$ cat src/shared/spi_params.svh
// constants for the serial peripheral engine: register indices, field
// positions, reset values and serial clock timing
// assumes a 100 MHz core clock and word-addressed register access
`ifndef SPI_PARAMS_SVH
`define SPI_PARAMS_SVH

// register indices; byte address is four times the index
`define SPI_IDX_CTL1 3'h0
`define SPI_IDX_CTL2 3'h1
`define SPI_IDX_IEN 3'h2
`define SPI_IDX_FLAG 3'h3
`define SPI_IDX_DATA 3'h4

// control_one fields
`define SPI_B_ENABLE 0
`define SPI_B_HOST 5
`define SPI_CTL1_MASK 8'h21
// control_two fields
`define SPI_B_BUFFERED_MODE_ENABLE 7
`define SPI_B_WAITRX 6
`define SPI_B_SSOUT 3
`define SPI_B_SSIGN 2
`define SPI_CTL2_MASK 8'hCC
// irq_enable_reg fields
`define SPI_B_RXCIE 7
`define SPI_B_ALL_SENT_IRQ_ENABLE 6
`define SPI_B_DREIE 5
`define SPI_B_IE 0
`define SPI_IEN_MASK 8'hE1
// irq_flag_reg fields, normal and buffered layouts
`define SPI_B_IF 7
`define SPI_B_WRITE_COLLISION_FLAG 6
`define SPI_B_RXC 7
`define SPI_B_TXC 6
`define SPI_B_DRE 5
`define SPI_B_OVF 0

`define SPI_RST_CTL 8'h00
`define SPI_RST_BYTE 8'h00

// host serial clock: half period in ns, then in core cycles
`define SPI_CLK_PERIOD_NS 10
`define SPI_SCK_HALF_NS 40
`define SPI_SCK_HALF_CYC (`SPI_SCK_HALF_NS / `SPI_CLK_PERIOD_NS)

`endif

$ cat src/shared/spi_pkg.sv
// types shared by the serial peripheral engine and its helpers
// assumes nothing beyond the tool's package support
package spi_pkg;
    typedef logic [31:0] word_t;
    typedef logic [7:0] byte_t;
    typedef enum logic [1:0] {
        ST_IDLE = 2'b00,
        ST_LOW = 2'b01,
        ST_HIGH = 2'b10
    } host_st_e;
endpackage

$ cat src/shared/spi_shift_if.sv
// link between the engine control and its byte shift register
// assumes both ends run on the same core clock
`timescale 1ns/100ps
interface spi_shift_if;
    logic load;
    spi_pkg::byte_t load_data;
    logic sample;
    logic shift;
    logic abort;
    logic in_bit;
    logic out_bit;
    logic done;
    spi_pkg::byte_t rx_byte;
    logic cnt_zero;
    logic cnt_last;

    modport ctl (output load, load_data, sample, shift, abort, in_bit,
                 input out_bit, done, rx_byte, cnt_zero, cnt_last);
    modport shifter (input load, load_data, sample, shift, abort, in_bit,
                     output out_bit, done, rx_byte, cnt_zero, cnt_last);
endinterface

$ cat src/logic/spi_engine.sv
// serial peripheral engine, host or client, normal or buffered
// assumes Avalon-MM master on clk and asynchronous serial pins
// Operation
// - host normal early data write sets write collision
// - normal mode: received byte to buffer, overwritten
// - done flag plus enable raises interrupt
// - buffered enable bit; wait bit ignored as host
// - host buffered: first write sends, next holds
// - buffered: two-entry receive fifo, read pops
// - all-sent flag when shifter and holding empty
// - host select low: drop host, set done
// - select ignored if ignore bit or output
// - client idle while deselected, loads allowed
// - client normal: done flag per byte
// - client normal busy write dropped, collision
// - deselect halts shifting, drops partial byte
// - client wait-off: writes buffered, dummy first
// - write with holding full is dropped
// - holding write clears empty; copy sets it
// - receive flag then all-sent, cycle apart
// - client wait-on: user data sent immediately
// - host data write starts a transfer
// - deselect resets client shifting state
//
// Local design decisions: the placing of the registers and the Avalon-MM slave port.
`timescale 1ns/100ps
`include "spi_params.svh"
module spi_engine (
    input wire logic clk,
    input wire logic rst_n,
    input wire logic [2:0] address,
    input wire logic read,
    input wire logic write,
    input wire spi_pkg::word_t writedata,
    output spi_pkg::word_t readdata,
    output logic waitrequest,
    input wire logic sck_in,
    output logic sck_out,
    output logic sck_oe,
    input wire logic mosi_in,
    output logic mosi_out,
    output logic mosi_oe,
    input wire logic miso_in,
    output logic miso_out,
    output logic miso_oe,
    input wire logic ss_n_in,
    output logic irq
);
    import spi_pkg::*;

    function automatic logic flag_upd(input logic cur, input logic set,
                                      input logic clr);
        flag_upd = set | (cur & ~clr);
    endfunction

    spi_shift_if sh ();
    spi_shifter u_shifter (.clk(clk), .rst_n(rst_n), .port(sh));

    logic [3:0] pins_s;
    spi_sync u_sync (
        .clk(clk),
        .rst_n(rst_n),
        .d({ss_n_in, miso_in, mosi_in, sck_in}),
        .q(pins_s)
    );
    wire sck_s = pins_s[0];
    wire mosi_s = pins_s[1];
    wire miso_s = pins_s[2];
    wire ss_n_s = pins_s[3];

    // bus slave: every access waits exactly one cycle
    logic resp_r;
    word_t readdata_r;
    logic pop_ok_r;
    assign waitrequest = (read | write) & ~resp_r;
    assign readdata = readdata_r;
    wire wr_go = write & resp_r;
    wire rd_go = read & resp_r;
    wire rd_cap = read & ~resp_r;

    byte_t ctl1_r, ctl2_r, ien_r;
    wire wr_ctl1 = wr_go & (address == `SPI_IDX_CTL1);
    wire wr_ctl2 = wr_go & (address == `SPI_IDX_CTL2);
    wire wr_ien = wr_go & (address == `SPI_IDX_IEN);
    wire wr_flag = wr_go & (address == `SPI_IDX_FLAG);
    wire [7:0] clr = wr_flag ? writedata[7:0] : 8'h00;

    wire en = ctl1_r[`SPI_B_ENABLE];
    wire buffered_mode_enable = ctl2_r[`SPI_B_BUFFERED_MODE_ENABLE];
    wire is_host = en & ctl1_r[`SPI_B_HOST];
    wire is_client = en & ~ctl1_r[`SPI_B_HOST];
    wire ss_low = ~ss_n_s;
    // the wait bit only matters for a client
    wire waitrx = ctl2_r[`SPI_B_WAITRX] & is_client;
    // host loses mastery only when select is an unignored input
    wire ss_lost = is_host & ~ctl2_r[`SPI_B_SSIGN]
                   & ~ctl2_r[`SPI_B_SSOUT] & ss_low;

    // client clock edges from the synchronised pin
    logic sck_prev_r;
    wire sel = is_client & ss_low;
    wire sck_rise = sel & sck_s & ~sck_prev_r;
    wire sck_fall = sel & ~sck_s & sck_prev_r;

    // host serial clock generator
    host_st_e st_r;
    logic [2:0] half_r;
    wire half_end = (half_r == 3'(`SPI_SCK_HALF_CYC - 1));
    wire host_smp = (st_r == ST_LOW) & half_end;
    wire host_sft = (st_r == ST_HIGH) & half_end;

    assign sh.sample = is_host ? host_smp : sck_rise;
    assign sh.shift = is_host ? host_sft : sck_fall;
    assign sh.in_bit = is_host ? miso_s : mosi_s;
    // deselect or loss of mastery clears the bit count
    assign sh.abort = ~en | ss_lost | (is_client & ss_n_s);

    // buffered transmit path state
    byte_t tx_buf_r;
    logic tx_full_r;
    logic dre_r;
    logic shl_r;
    logic done_d1_r, done_d2_r;

    wire busy_x = is_host ? ((st_r != ST_IDLE) | sh.done) : ~sh.cnt_zero;
    wire wr_data = wr_go & (address == `SPI_IDX_DATA) & en;
    wire wr_coll = wr_data & ~buffered_mode_enable & busy_x;
    wire wr_norm = wr_data & ~buffered_mode_enable & ~busy_x;
    // straight to the shifter when idle; a wait-off client never
    wire can_direct = ~busy_x & ~shl_r & ~sh.done & (is_host | waitrx);
    wire wr_direct = wr_data & buffered_mode_enable & dre_r & can_direct;
    wire wr_buf = wr_data & buffered_mode_enable & dre_r & ~can_direct;
    wire copy = buffered_mode_enable & sh.done & tx_full_r;
    assign sh.load = wr_norm | wr_direct | copy;
    assign sh.load_data = copy ? tx_buf_r : writedata[7:0];
    wire host_start = sh.load & is_host;

    always_ff @(posedge clk or negedge rst_n) begin
        if (!rst_n) begin
            st_r <= ST_IDLE;
            half_r <= 3'h0;
        end else if (sh.abort | ~is_host) begin
            st_r <= ST_IDLE;
            half_r <= 3'h0;
        end else begin
            half_r <= (half_end | (st_r == ST_IDLE)) ? 3'h0 : half_r + 3'h1;
            unique case (st_r)
                ST_IDLE: if (host_start) st_r <= ST_LOW;
                ST_LOW: if (half_end) st_r <= ST_HIGH;
                ST_HIGH: if (half_end)
                    st_r <= sh.cnt_last ? ST_IDLE : ST_LOW;
                default: st_r <= ST_IDLE;
            endcase
        end
    end

    // register writes; host bit falls on loss of mastery
    always_ff @(posedge clk or negedge rst_n) begin
        if (!rst_n) begin
            ctl1_r <= `SPI_RST_CTL;
            ctl2_r <= `SPI_RST_CTL;
            ien_r <= `SPI_RST_CTL;
        end else begin
            if (ss_lost)
                ctl1_r[`SPI_B_HOST] <= 1'b0;
            else if (wr_ctl1)
                ctl1_r <= writedata[7:0] & `SPI_CTL1_MASK;
            if (wr_ctl2)
                ctl2_r <= writedata[7:0] & `SPI_CTL2_MASK;
            if (wr_ien)
                ien_r <= writedata[7:0] & `SPI_IEN_MASK;
        end
    end

    always_ff @(posedge clk or negedge rst_n) begin
        if (!rst_n) begin
            tx_buf_r <= `SPI_RST_BYTE;
            tx_full_r <= 1'b0;
            dre_r <= 1'b1;
            shl_r <= 1'b0;
        end else if (~en) begin
            tx_full_r <= 1'b0;
            dre_r <= 1'b1;
            shl_r <= 1'b0;
        end else begin
            if (wr_buf)
                tx_buf_r <= writedata[7:0];
            tx_full_r <= wr_buf | (tx_full_r & ~copy);
            dre_r <= copy | (dre_r & ~wr_buf);
            shl_r <= sh.load | (shl_r & ~sh.done);
        end
    end

    // normal mode receive and flags
    byte_t rx_data_r;
    logic if_r, write_collision_flag_r, rxc_r, txc_r, ovf_r;
    wire done_n = sh.done & ~buffered_mode_enable;

    // receive fifo, two entries, head index plus count
    byte_t fifo_r [0:1];
    logic head_r;
    logic [1:0] fcnt_r;
    wire push = buffered_mode_enable & sh.done;
    wire pop = rd_go & pop_ok_r;
    wire push_ok = push & ((fcnt_r != 2'h2) | pop);
    wire wr_idx = head_r ^ fcnt_r[0];
    wire [1:0] fcnt_nxt = fcnt_r + {1'b0, push_ok} - {1'b0, pop};

    always_ff @(posedge clk or negedge rst_n) begin
        if (!rst_n) begin
            fifo_r[0] <= `SPI_RST_BYTE;
            fifo_r[1] <= `SPI_RST_BYTE;
            head_r <= 1'b0;
            fcnt_r <= 2'h0;
        end else begin
            if (push_ok)
                fifo_r[wr_idx] <= sh.rx_byte;
            if (pop)
                head_r <= ~head_r;
            fcnt_r <= fcnt_nxt;
        end
    end

    always_ff @(posedge clk or negedge rst_n) begin
        if (!rst_n) begin
            rx_data_r <= `SPI_RST_BYTE;
            if_r <= 1'b0;
            write_collision_flag_r <= 1'b0;
            rxc_r <= 1'b0;
            txc_r <= 1'b0;
            ovf_r <= 1'b0;
            done_d1_r <= 1'b0;
            done_d2_r <= 1'b0;
        end else begin
            if (done_n)
                rx_data_r <= sh.rx_byte;
            if_r <= flag_upd(if_r, done_n | ss_lost, clr[`SPI_B_IF]);
            write_collision_flag_r <= flag_upd(write_collision_flag_r, wr_coll, clr[`SPI_B_WRITE_COLLISION_FLAG]);
            done_d1_r <= push;
            done_d2_r <= done_d1_r;
            rxc_r <= flag_upd(rxc_r, done_d1_r, clr[`SPI_B_RXC]);
            txc_r <= flag_upd(txc_r, done_d2_r & ~shl_r & ~tx_full_r,
                              clr[`SPI_B_TXC]);
            ovf_r <= flag_upd(ovf_r, push & ~push_ok, clr[`SPI_B_OVF]);
        end
    end

    // read mux, captured in the waiting cycle
    wire [7:0] flags_n = {if_r, write_collision_flag_r, 6'h00};
    wire [7:0] flags_b = {rxc_r, txc_r, dre_r, 4'h0, ovf_r};
    wire fifo_any = (fcnt_r != 2'h0);
    wire [7:0] data_rd = buffered_mode_enable ? (fifo_any ? fifo_r[head_r] : 8'h00)
                               : rx_data_r;
    logic [7:0] rd_mux;
    always_comb begin
        unique case (address)
            `SPI_IDX_CTL1: rd_mux = ctl1_r;
            `SPI_IDX_CTL2: rd_mux = ctl2_r;
            `SPI_IDX_IEN: rd_mux = ien_r;
            `SPI_IDX_FLAG: rd_mux = buffered_mode_enable ? flags_b : flags_n;
            `SPI_IDX_DATA: rd_mux = data_rd;
            default: rd_mux = 8'h00;
        endcase
    end

    always_ff @(posedge clk or negedge rst_n) begin
        if (!rst_n) begin
            resp_r <= 1'b0;
            readdata_r <= 32'h0000_0000;
            pop_ok_r <= 1'b0;
        end else begin
            resp_r <= (read | write) & ~resp_r;
            if (rd_cap)
                readdata_r <= {24'h00_0000, rd_mux};
            pop_ok_r <= rd_cap & buffered_mode_enable & fifo_any
                        & (address == `SPI_IDX_DATA);
        end
    end

    // pin drive; miso only while selected as a client
    always_ff @(posedge clk or negedge rst_n) begin
        if (!rst_n) begin
            // matches the synchroniser's reset level, so no false edge
            sck_prev_r <= 1'b1;
            sck_out <= 1'b0;
        end else begin
            sck_prev_r <= sck_s;
            sck_out <= (st_r == ST_HIGH) & ~(host_sft);
        end
    end
    assign sck_oe = is_host;
    assign mosi_out = sh.out_bit;
    assign mosi_oe = is_host;
    assign miso_out = sh.out_bit;
    assign miso_oe = sel;

    // interrupts are level while flag and enable are both set
    assign irq = buffered_mode_enable
        ? ((rxc_r & ien_r[`SPI_B_RXCIE]) | (txc_r & ien_r[`SPI_B_ALL_SENT_IRQ_ENABLE])
           | (dre_r & ien_r[`SPI_B_DREIE]))
        : (if_r & ien_r[`SPI_B_IE]);
endmodule

$ cat src/logic/spi_sync.sv
// two-stage synchroniser for the four serial pins
// assumes the pins are asynchronous to clk
`timescale 1ns/100ps
module spi_sync (
    input wire logic clk,
    input wire logic rst_n,
    input wire logic [3:0] d,
    output logic [3:0] q
);
    logic [3:0] meta_r;

    // reset level for all pins is high so select reads as released
    always_ff @(posedge clk or negedge rst_n) begin
        if (!rst_n) begin
            meta_r <= 4'hF;
            q <= 4'hF;
        end else begin
            meta_r <= d;
            q <= meta_r;
        end
    end
endmodule

$ cat src/logic/spi_shifter.sv
// eight-bit shift register with bit counter, msb first
// assumes sample and shift strobes come one cycle wide from the engine
`timescale 1ns/100ps
`include "spi_params.svh"
module spi_shifter (
    input wire logic clk,
    input wire logic rst_n,
    spi_shift_if.shifter port
);
    import spi_pkg::*;

    byte_t sr_r;
    logic [2:0] cnt_r;
    logic bit_r;
    logic done_r;
    wire step = port.shift & ~port.abort;

    assign port.out_bit = sr_r[7];
    assign port.rx_byte = sr_r;
    assign port.done = done_r;
    assign port.cnt_zero = (cnt_r == 3'h0);
    assign port.cnt_last = (cnt_r == 3'h7);

    // a load may land while deselected; abort clears the count and blocks shifts, not the data
    always_ff @(posedge clk or negedge rst_n) begin
        if (!rst_n) begin
            sr_r <= `SPI_RST_BYTE;
            cnt_r <= 3'h0;
            bit_r <= 1'b0;
            done_r <= 1'b0;
        end else begin
            if (port.load)
                sr_r <= port.load_data;
            else if (step)
                sr_r <= {sr_r[6:0], bit_r};
            if (port.abort)
                cnt_r <= 3'h0;
            else if (port.shift)
                cnt_r <= cnt_r + 3'h1;
            if (port.sample)
                bit_r <= port.in_bit;
            done_r <= step & (cnt_r == 3'h7);
        end
    end
endmodule

$ cat config.mk
export PLATFORM = sky130hd
export DESIGN_NAME = spi_engine
export DESIGN_NICKNAME = d
export VERILOG_FILES = /design/src/shared/spi_pkg.sv /design/src/shared/spi_shift_if.sv /design/src/logic/spi_engine.sv /design/src/logic/spi_sync.sv /design/src/logic/spi_shifter.sv
export VERILOG_INCLUDE_DIRS = /design/src /design/src/shared
export SDC_FILE = /design/constraint.sdc
export NUM_CORES = 1
export LEC_CHECK = 0
export ABC_CLOCK_PERIOD_IN_PS = 1640
export BUFFER_PORTS_ARGS = -buffer_cell sky130_fd_sc_hd__buf_2
export CORE_MARGIN = 2
export CORE_UTILIZATION = 52
export CTS_BUF_LIST = sky130_fd_sc_hd__clkbuf_4 sky130_fd_sc_hd__clkbuf_8
export DETAILED_ROUTE_END_ITERATION = 8
export GPL_ROUTABILITY_DRIVEN = 1
export PLACE_DENSITY = 0.78
export SYNTH_ARGS = -nofsm -noshare
export SYNTH_HDL_FRONTEND = slang
export SYNTH_SLANG_ARGS = --single-unit
export TNS_END_PERCENT = 1
$ cat constraint.sdc
create_clock -name clk -period 1.64 [get_ports clk]
set_input_delay 0.41 -clock clk [delete_from_list [all_inputs] [get_ports clk]]
set_output_delay 0.41 -clock clk [all_outputs]
set_load 0.01 [all_outputs]
==> run summary, run 1 <==
Worst EP required: 1.23 ns
largest family of logic cells by synthesized area: multiplexers
area share of xor/xnor cells in the synthesized design: 0.964%
total vias in the final route: 3,128
WL/cell: 16.7 microns
RSZ-0062 raised after global routing: yes
DP Wirelength: 7020 microns
die area: 9500 sq um
core area: 8590 sq um
CP Class: reg2out
vias in the first global route: 3,234
fin. max-slew vios: 0
power consumption: 5.63 mW
fraction of registers with async set/reset: 100%
TNS Setup: -1.64 ns
Synth Area per Inst: 11.7 sq um
cell area after synthesis: 4540 sq um
total iterations of the first detailed-routing run: 5
Cells after Synth: 390
PnR worst setup slack: -0.178 ns
failing checks: setup timing
cell taking the most area after synthesis: dfrtp_1
Ys Warns: 0
Rows: 34
Distinct cells, synth: 59
IO Port Bufs: 34
Post-synth EDFFs: 0
first-pass GRT wire length: 16,100 microns
crit path time final: 1.82 ns
status: finished, violations left
commonest non-fill, non-tap cell in the layout: dfrtp_1
CP max FO: 3
main area contributors after synthesis: dfrtp_1 (46%), mux2_2 (7.9%), dfstp_2 (5.8%)
CP Data Arrival Time: 1.41 ns
Critical-path top delay cell: dfrtp_2
hold crit path type: in2async
die width: 97.5 microns
max_cap viols: 0
power density over cell area: 1040 nW/um^2
largest net degree at the start of global routing: 94
DP Area: 5080 sq um
grt total ovfl: 0
CP endpoint kind: primary output
Synth Flop Type: dfrtp_1
Startpoint Class: flip-flop
mux contribution to synthesized area: 14.4%
Total GRT Usage: 21.7%
Avg Vias per Cell: 5.37
final-report setup violation count: 22
clk_lat worst skew: 0.37 ns
Post-Place Setup Slack: -0.147 ns
Antenna Cells: 0
initial antenna violation count: 0
post-synth top area share: 45.7%
Synth Area in Adders: 1.93%
layout cells sized above 1: 37.6%
Reg2Reg Depth: 8
area growth from synthesis to layout: 19.5%
DR DRC count: 0
starting density of the core: 52.9%
peak supply drop: 0.455 mV
fin crit share: 111%
Final Hold Fails: 0
Yosys reg bits: 93
Leakage: 2.60 nW
final wirelength: 9720 microns
CP Cell Sequence: buf_6 > nor3b_4 > buf_4 > buf_6
Synth Area in Compound Gates: 11.6%
nets: 519
Worst-path clk slew: 0.10 ns
simple-gate share of the synthesized area: 11.5%
commonest cells after routing, fill and taps aside: dfrtp_1 (79), buf_4 (42), buf_2 (30), mux2_2 (29), nor2_1 (27)
Clock Sinks: 93
fmax: 550 MHz
Root Buffer: clkbuf_8
antenna-violating nets left: 0
CTS tree: built
CTS HTree Levels: 3
cell area after layout: 5430 sq um
CP max stage delay: 0.46 ns
CTS buffer count: 9
Die Y: 97.5 microns
Ports: 83
clock skew: 0.0111 ns
Seq/Total Area, Yosys: 51.5%
Initial DRC Count: 164
gpl congestion: 0.903
cell mode on critical path: buf_6
Clock Tree Buf Depth: 2
cells in the mapped netlist (5+ instances only):
cell type   n
buf_4      28
nand2_1    25
buf_2       5
o21ai_0    11
o22ai_1    11
mux2i_1    21
dfrtp_1    83
a22oi_1     5
nor2b_1     6
a21oi_1    16
mux2_2     32
dfstp_2    10
inv_1      19
o2bb2ai_1   5
ha_1        7
nor2_1     29
critical path, delay by kind of cell (launching register included):
kind	cells	cell delay (ns)
flip-flops	1	0.46
buffers and inverters	3	0.39
AND/OR/NAND/NOR	1	0.20
final cells by class:
type / instances / area [sq um]
clock buffer: 10 / 131
clock inverter: 6 / 87.6
fill: 647 / 3160
inverter: 19 / 73.8
multi-input combinational: 261 / 2000
sequential: 93 / 2340
tap: 108 / 135
timing repair buffer: 85 / 656
repair_timing:
action,in CTS,in global routing
pin swaps,3,3
hold buffers,0,0
gates cloned,0,0
buffers inserted,2,2
gates resized for setup,13,16
setup endpoints to repair,34,45
metal layers:
metal / global-route usage, % / part of all wire, %
met1: 28.7 / 44
met2: 35.4 / 49
met3: 4.82 / 5.0
met4: 7.80 / 2.0
met5: 0 / 0
final timing paths:
check / end / from / slack [ns]
hold reg to reg: u_sync.q[2] / u_sync.meta_r[2] / 0.36
hold / removal: half_r[0] / rst_n / 0.07
setup / recovery: miso_oe / ctl1_r[5] / -0.18
min in group clk: u_sync.meta_r[2] / miso_in / 0.12
setup reg to reg: u_shifter.port.rx_byte[6] / half_r[0] / -0.11
max in group asynchronous: resp_r / rst_n / 1.18
cell families (layout without fill, tap and decap cells):
| family | Yosys count | count (layout) |
|---|---|---|
| fa+ha+maj | 7 | 7 |
| simple gates | 94 | 94 |
| other cells | 1 | 24 |
| buf+inv | 59 | 120 |
| mux | 58 | 58 |
| xor+xnor | 5 | 5 |
| compound gates | 73 | 73 |
| flops | 93 | 93 |
where the power goes:
part	switching (mW)	internal (mW)	total (mW)	leakage [nW]
registers	0.289	2.55	2.84	1.22
logic	0.549	0.558	1.11	1.26
clock network	0.807	0.879	1.69	0.114
total	1.64	3.98	5.63	2.60
sequential cells by signal, indices dropped and copies added (netlist names), 2 cells and up:
signal	count
ien_r	4
ctl2_r	4
rx_data_r	8
half_r	3
fcnt_r	2
u_shifter.cnt_r	3
u_shifter.port.rx_byte	8
ctl1_r	2
st_r	2
tx_buf_r	8
fifo_r	16
u_sync.meta_r	4
u_sync.q	4
readdata	8
per-stage QoR:
stage                     utilization, %  instances  hold WS, ns
after detailed placement            59.1        562        0.347
after floorplan                        -        413        0.114
after global placement              59.1        562        0.346
final                               63.2        582       0.0714
after CTS                           62.3        580       0.0852
after global routing                63.2        582       0.0911
Note: power is estimated with default switching activity, not from simulation.
==> inputs of run 2 (changes only) <==
Settings changed: CORE_MARGIN 2 to 3.
==> run summary, run 2 (synthesis gave the netlist of run 1 again) <==
final wirelength: 10,100 microns (+3.6%)
peak supply drop: 0.430 mV (-5.5%)
Die Y: 99.5 microns (+2.1%)
r2r startpoint: ctl1_r[5]
NetSw: 1.73 mW (+5.0%)
Clock Sinks: 93 (unchanged)
Rows: 33 (-2.9%)
initial antenna violation count: 0 (unchanged)
Worst-path clk slew: 0.10 ns (about the same)
DP Wirelength: 7350 microns (+4.8%)
CP endpoint kind: primary output
hold endpoint: u_sync.meta_r[0]
fin crit share: 111% (about the same)
Sequential Power Share: 51.6% (+1.2 points)
fillers: 610 (-5.7%)
IO Port Bufs: 34 (unchanged)
Antenna Cells: 0 (unchanged)
Hold Path Depth: 1
Clk pwr share: 26.6% (-3.3 points)
commonest non-fill, non-tap cell in the layout: dfrtp_1
first-pass GRT wire length: 16,400 microns (+1.4%)
cell area after layout: 5420 sq um (-0.16%)
largest net degree at the start of global routing: 36 (-62%)
clock skew: 0.0118 ns (+0.000700 ns)
max_cap viols: 0 (unchanged)
total vias in the final route: 3,226 (+3.1%)
area growth from synthesis to layout: 19.4%
Worst Hold Launch: sck_in
starting density of the core: 54.5% (+1.6 points)
DP Area: 5110 sq um (+0.67%)
Ports: 83 (unchanged)
layout cells sized above 1: 37.6% (about the same)
vias in the first global route: 3,296 (+1.9%)
CTS buffer count: 9 (unchanged)
Critical R2R Capture: tx_buf_r[6]
Initial DRC Count: 174 (+6.1%)
CP max FO: 4 (+1)
Largest Register: fifo_r
clk_lat worst skew: 0.37 ns (about the same)
antenna-violating nets left: 0 (unchanged)
Worst EP required: 1.23 ns (about the same)
CP Data Arrival Time: 1.41 ns (about the same)
core area: 8340 sq um (-2.9%)
smallest hold slack: 0.121 ns (+0.0497 ns)
fmax: 550 MHz (about the same)
Net Sw Frac: 31.7% (+2.4 points)
CP Class: reg2out
hold crit path type: in2reg
fin. max-slew vios: 0 (unchanged)
final-report setup violation count: 22 (unchanged)
CTS HTree Levels: 3 (unchanged)
PnR worst setup slack: -0.179 ns (-0.00107 ns)
Combinational Power Share: 21.9% (+2.2 points)
Largest register FFs: 16 (unchanged)
Final Hold Fails: 0 (unchanged)
RSZ-0062 raised after global routing: yes
Startpoint Class: flip-flop
Root Buffer: clkbuf_8
grt total ovfl: 0 (unchanged)
Reg2Reg Depth: 6 (-2)
status: finished, violations left
r2r setup slk: -0.11 ns (about the same)
die area: 9900 sq um (+4.1%)
DR DRC count: 0 (unchanged)
WL/cell: 17.2 microns (+3.2%)
die width: 99.5 microns (+2.1%)
power density over cell area: 1010 nW/um^2 (-2.9%)
Total GRT Usage: 21.3% (-0.44 points)
P_int: 3.73 mW (-6.4%)
CTS tree: built
crit path time final: 1.82 ns (+0.00107 ns)
nets: 524 (+0.96%)
Avg Vias per Cell: 5.52 (+2.8%)
Clock Tree Buf Depth: 2 (unchanged)
Leakage: 2.60 nW (+0.23%)
gpl congestion: 0.887 (-1.8%)
commonest cells after routing, fill and taps aside: dfrtp_1 (80), buf_4 (42), buf_2 (30), nor2_1 (29), mux2_2 (29)
failing checks: setup timing
total iterations of the first detailed-routing run: 4 (-1)
==> run 2: how the worst max path moves through the flow <==
stage / from / to / cells past startpoint
floorplan: half_r[0] / u_shifter.port.rx_byte[1] / 9
global placement: read / fcnt_r[1] / 9
detailed placement: address[1] / ctl1_r[0] / 6
CTS: ctl1_r[5] / miso_oe / 4
global route: rxc_r / irq / 3
finish: ctl1_r[5] / miso_oe / 4
==> run 2: timing repair <==
| item | CTS | global route |
|---|---|---|
| hold buffers | 1 | 0 |
| setup buffers | 3 | 0 |
| endpoints found under the hold margin | 20 | 0 |
| setup endpoints to repair | 30 | 43 |
| resized for setup | 18 | 11 |
| pin swaps | 4 | 5 |
==> run 2: per-stage QoR <==
stage | power, mW | setup WS [ns] | TNS (ns) | instances | util [%]
after floorplan | 3.48 | -0.0832 | -0.904 | 413 | -
after CTS | 5.42 | -0.192 | -1.99 | 584 | 64.5
after detailed placement | 3.89 | -0.127 | -2.43 | 564 | 61.3
after global placement | 3.85 | -0.0820 | -1.37 | 564 | 61.3
final | 5.46 | -0.179 | -1.76 | 584 | 65.0
after global routing | 5.70 | -0.291 | -3.43 | 584 | 65.0
==> run 2: area by class of cell <==
class / count / area [sq um] / area share (%)
clock buffer: 9 / 124 / 2.28
clock inverter: 7 / 56.3 / 1.04
sequential: 93 / 2340 / 43.2
timing repair buffer: 90 / 711 / 13.1
multi-input combinational: 261 / 1980 / 36.6
tap: 105 / 131 / 2.42
inverter: 19 / 73.8 / 1.36
==> run 2: routing by layer <==
layer	wire, microns	vias up	track usage [%]
met5	0	-	0
li1	-	1483	-
met4	318	0	10.4
met2	4900	115	34.6
met1	4190	1601	27.3
met3	649	27	4.21
==> run 2: power groups by stage <==
stage                     logic [mW]  clock network, mW  registers (mW)
after floorplan                0.726                  0            2.76
after global placement          1.01                  0            2.84
after detailed placement        1.03                  0            2.85
after CTS                       1.15               1.46            2.81
after global routing            1.29               1.56            2.85
final                           1.19               1.45            2.81
==> run 2: critical path, stage by stage (launching register included) <==
cell     delay [ns]
dfrtp_2        0.46
buf_6          0.14
nor3b_4        0.21
buf_6          0.14
buf_6          0.10
==> inputs of run 3 (changes only) <==
Settings changed: BUFFER_PORTS_ARGS -buffer_cell sky130_fd_sc_hd__buf_2 to -buffer_cell sky130_fd_sc_hd__clkbuf_2.
==> run summary, run 3 (synthesis gave the netlist of run 1 again) <==
antenna-violating nets left: 0 (unchanged)
CTS buffer count: 9 (unchanged)
Clock Tree Buf Depth: 2 (unchanged)
vias in the first global route: 3,372 (+2.3%)
power consumption: 5.75 mW (+5.3%)
end-of-flow core utilization: 65.6% (+0.59 points)
CP Class: reg2out
grt total ovfl: 0 (unchanged)
CP max stage delay: 0.46 ns (about the same)
RSZ-0062 raised after global routing: yes
Avg Vias per Cell: 5.48 (-0.88%)
Largest Register: fifo_r
layout cells sized above 1: 38.4% (+0.80 points)
Antenna Cells: 0 (unchanged)
CTS tree: built
fillers: 614 (+0.66%)
PnR worst setup slack: -0.198 ns (-0.0193 ns)
total vias in the final route: 3,214 (-0.37%)
WL/cell: 17.1 microns (-0.90%)
final-report setup violation count: 22 (unchanged)
Initial DRC Count: 175 (+0.57%)
cell area after layout: 5470 sq um (+0.90%)
smallest hold slack: 0.120 ns (-0.000630 ns)
DP Wirelength: 7240 microns (-1.5%)
IO Port Bufs: 34 (unchanged)
first-pass GRT wire length: 16,700 microns (+2.4%)
Die Y: 99.5 microns (unchanged)
Clock Sinks: 93 (unchanged)
clk_lat worst skew: 0.36 ns (about the same)
hold crit path type: in2reg
core area: 8340 sq um (unchanged)
nets: 527 (+0.57%)
Critical-path top delay cell: dfrtp_2
initial antenna violation count: 0 (unchanged)
Ports: 83 (unchanged)
die width: 99.5 microns (unchanged)
Final Hold Fails: 0 (unchanged)
r2r setup slk: -0.13 ns (-0.02 ns)
CP max FO: 3 (-1)
failing checks: setup timing
Worst EP required: 1.23 ns (about the same)
Startpoint Class: flip-flop
placed cells: 566 (+0.35%)
fmax: 544 MHz (-1.0%)
max_cap viols: 0 (unchanged)
crit path time final: 1.84 ns (+0.0193 ns)
total iterations of the first detailed-routing run: 4 (unchanged)
area growth from synthesis to layout: 20.4%
Leakage: 2.63 nW (+0.87%)
CP endpoint kind: primary output
final wirelength: 10,000 microns (-0.39%)
largest net degree at the start of global routing: 36 (unchanged)
Total GRT Usage: 21.4% (+0.11 points)
CTS HTree Levels: 3 (unchanged)
Largest register FFs: 16 (unchanged)
peak supply drop: 0.485 mV (+13%)
CP Data Arrival Time: 1.43 ns (+0.02 ns)
power density over cell area: 1050 nW/um^2 (+4.4%)
Rows: 33 (unchanged)
TNS Setup: -2.18 ns (-0.427 ns)
clock skew: 0.0112 ns (-0.000592 ns)
Root Buffer: clkbuf_8
commonest cells after routing, fill and taps aside: dfrtp_1 (80), buf_4 (47), clkbuf_2 (33), mux2_2 (32), nor2_1 (28)
die area: 9900 sq um (unchanged)
CP Cell Sequence: buf_6 > nor3b_4 > buf_4 > clkbuf_2
Post-Place Setup Slack: -0.147 ns (-0.0205 ns)
DR DRC count: 0 (unchanged)
Layout Cells excl Fill: 587 (+0.51%)
fin. max-slew vios: 0 (unchanged)
DP Area: 5120 sq um (+0.29%)
status: finished, violations left
gpl congestion: 0.897 (+1.1%)
commonest non-fill, non-tap cell in the layout: dfrtp_1
Worst-path clk slew: 0.09 ns (about the same)
starting density of the core: 54.5% (unchanged)
fin crit share: 112% (+1.2 points)
-- run 3: cell types whose count changed in the layout (fill, tap and decap cells not counted), sizes merged --
cell	delta
inv	-4
buf	-30
clkbuf	+36
bufinv	+2
clkinvlp	-1
-- run 3: timing repair --
item                       in CTS  in global routing
setup endpoints to repair      42                 45
hold endpoints to repair        8                  0
pin swaps                       5                  5
buffers inserted                4                  0
hold buffers                    1                  0
gates resized for setup        14                  8
-- run 3: path summary, 6_finish.rpt --
check	from	to	cells after the start
setup reg to reg	ctl1_r[5]	u_shifter.port.rx_byte[2]	8
max in group asynchronous	rst_n	u_sync.q[3]	3
hold reg to reg	u_sync.meta_r[1]	u_sync.q[1]	0
setup / recovery	ctl1_r[5]	miso_oe	4
min in group asynchronous	rst_n	u_shifter.bit_r	2
hold / removal	mosi_in	u_sync.meta_r[1]	1
-- run 3: power by group --
| part | switching, mW | leakage (nW) | total [mW] | internal, mW |
|---|---|---|---|---|
| clock | 0.783 | 0.120 | 1.74 | 0.955 |
| combinational | 0.591 | 1.28 | 1.19 | 0.596 |
| sequential | 0.275 | 1.22 | 2.82 | 2.55 |
-- run 3: worst max-delay path, delay by kind of cell (launching register included) --
family / cells / cell delay, ns
buf+inv: 3 / 0.41
flops: 1 / 0.46
simple gates: 1 / 0.20
-- run 3: cell type report --
type / instances / area [sq um] / area share [%]
clock buffer: 12 / 159 / 2.90
clock inverter: 4 / 70.1 / 1.28
inverter: 19 / 73.8 / 1.35
multi-input combinational: 261 / 1990 / 36.3
sequential: 93 / 2340 / 42.8
tap: 105 / 131 / 2.40
timing repair buffer: 93 / 707 / 12.9
-- run 3: per-layer routing --
metal | wire, microns | track usage [%] | vias to the layer above
met5 | 0 | 0 | -
met4 | 199 | 8.09 | 0
met3 | 543 | 3.37 | 15
met2 | 4860 | 34.7 | 101
met1 | 4430 | 29.1 | 1607
li1 | - | - | 1491
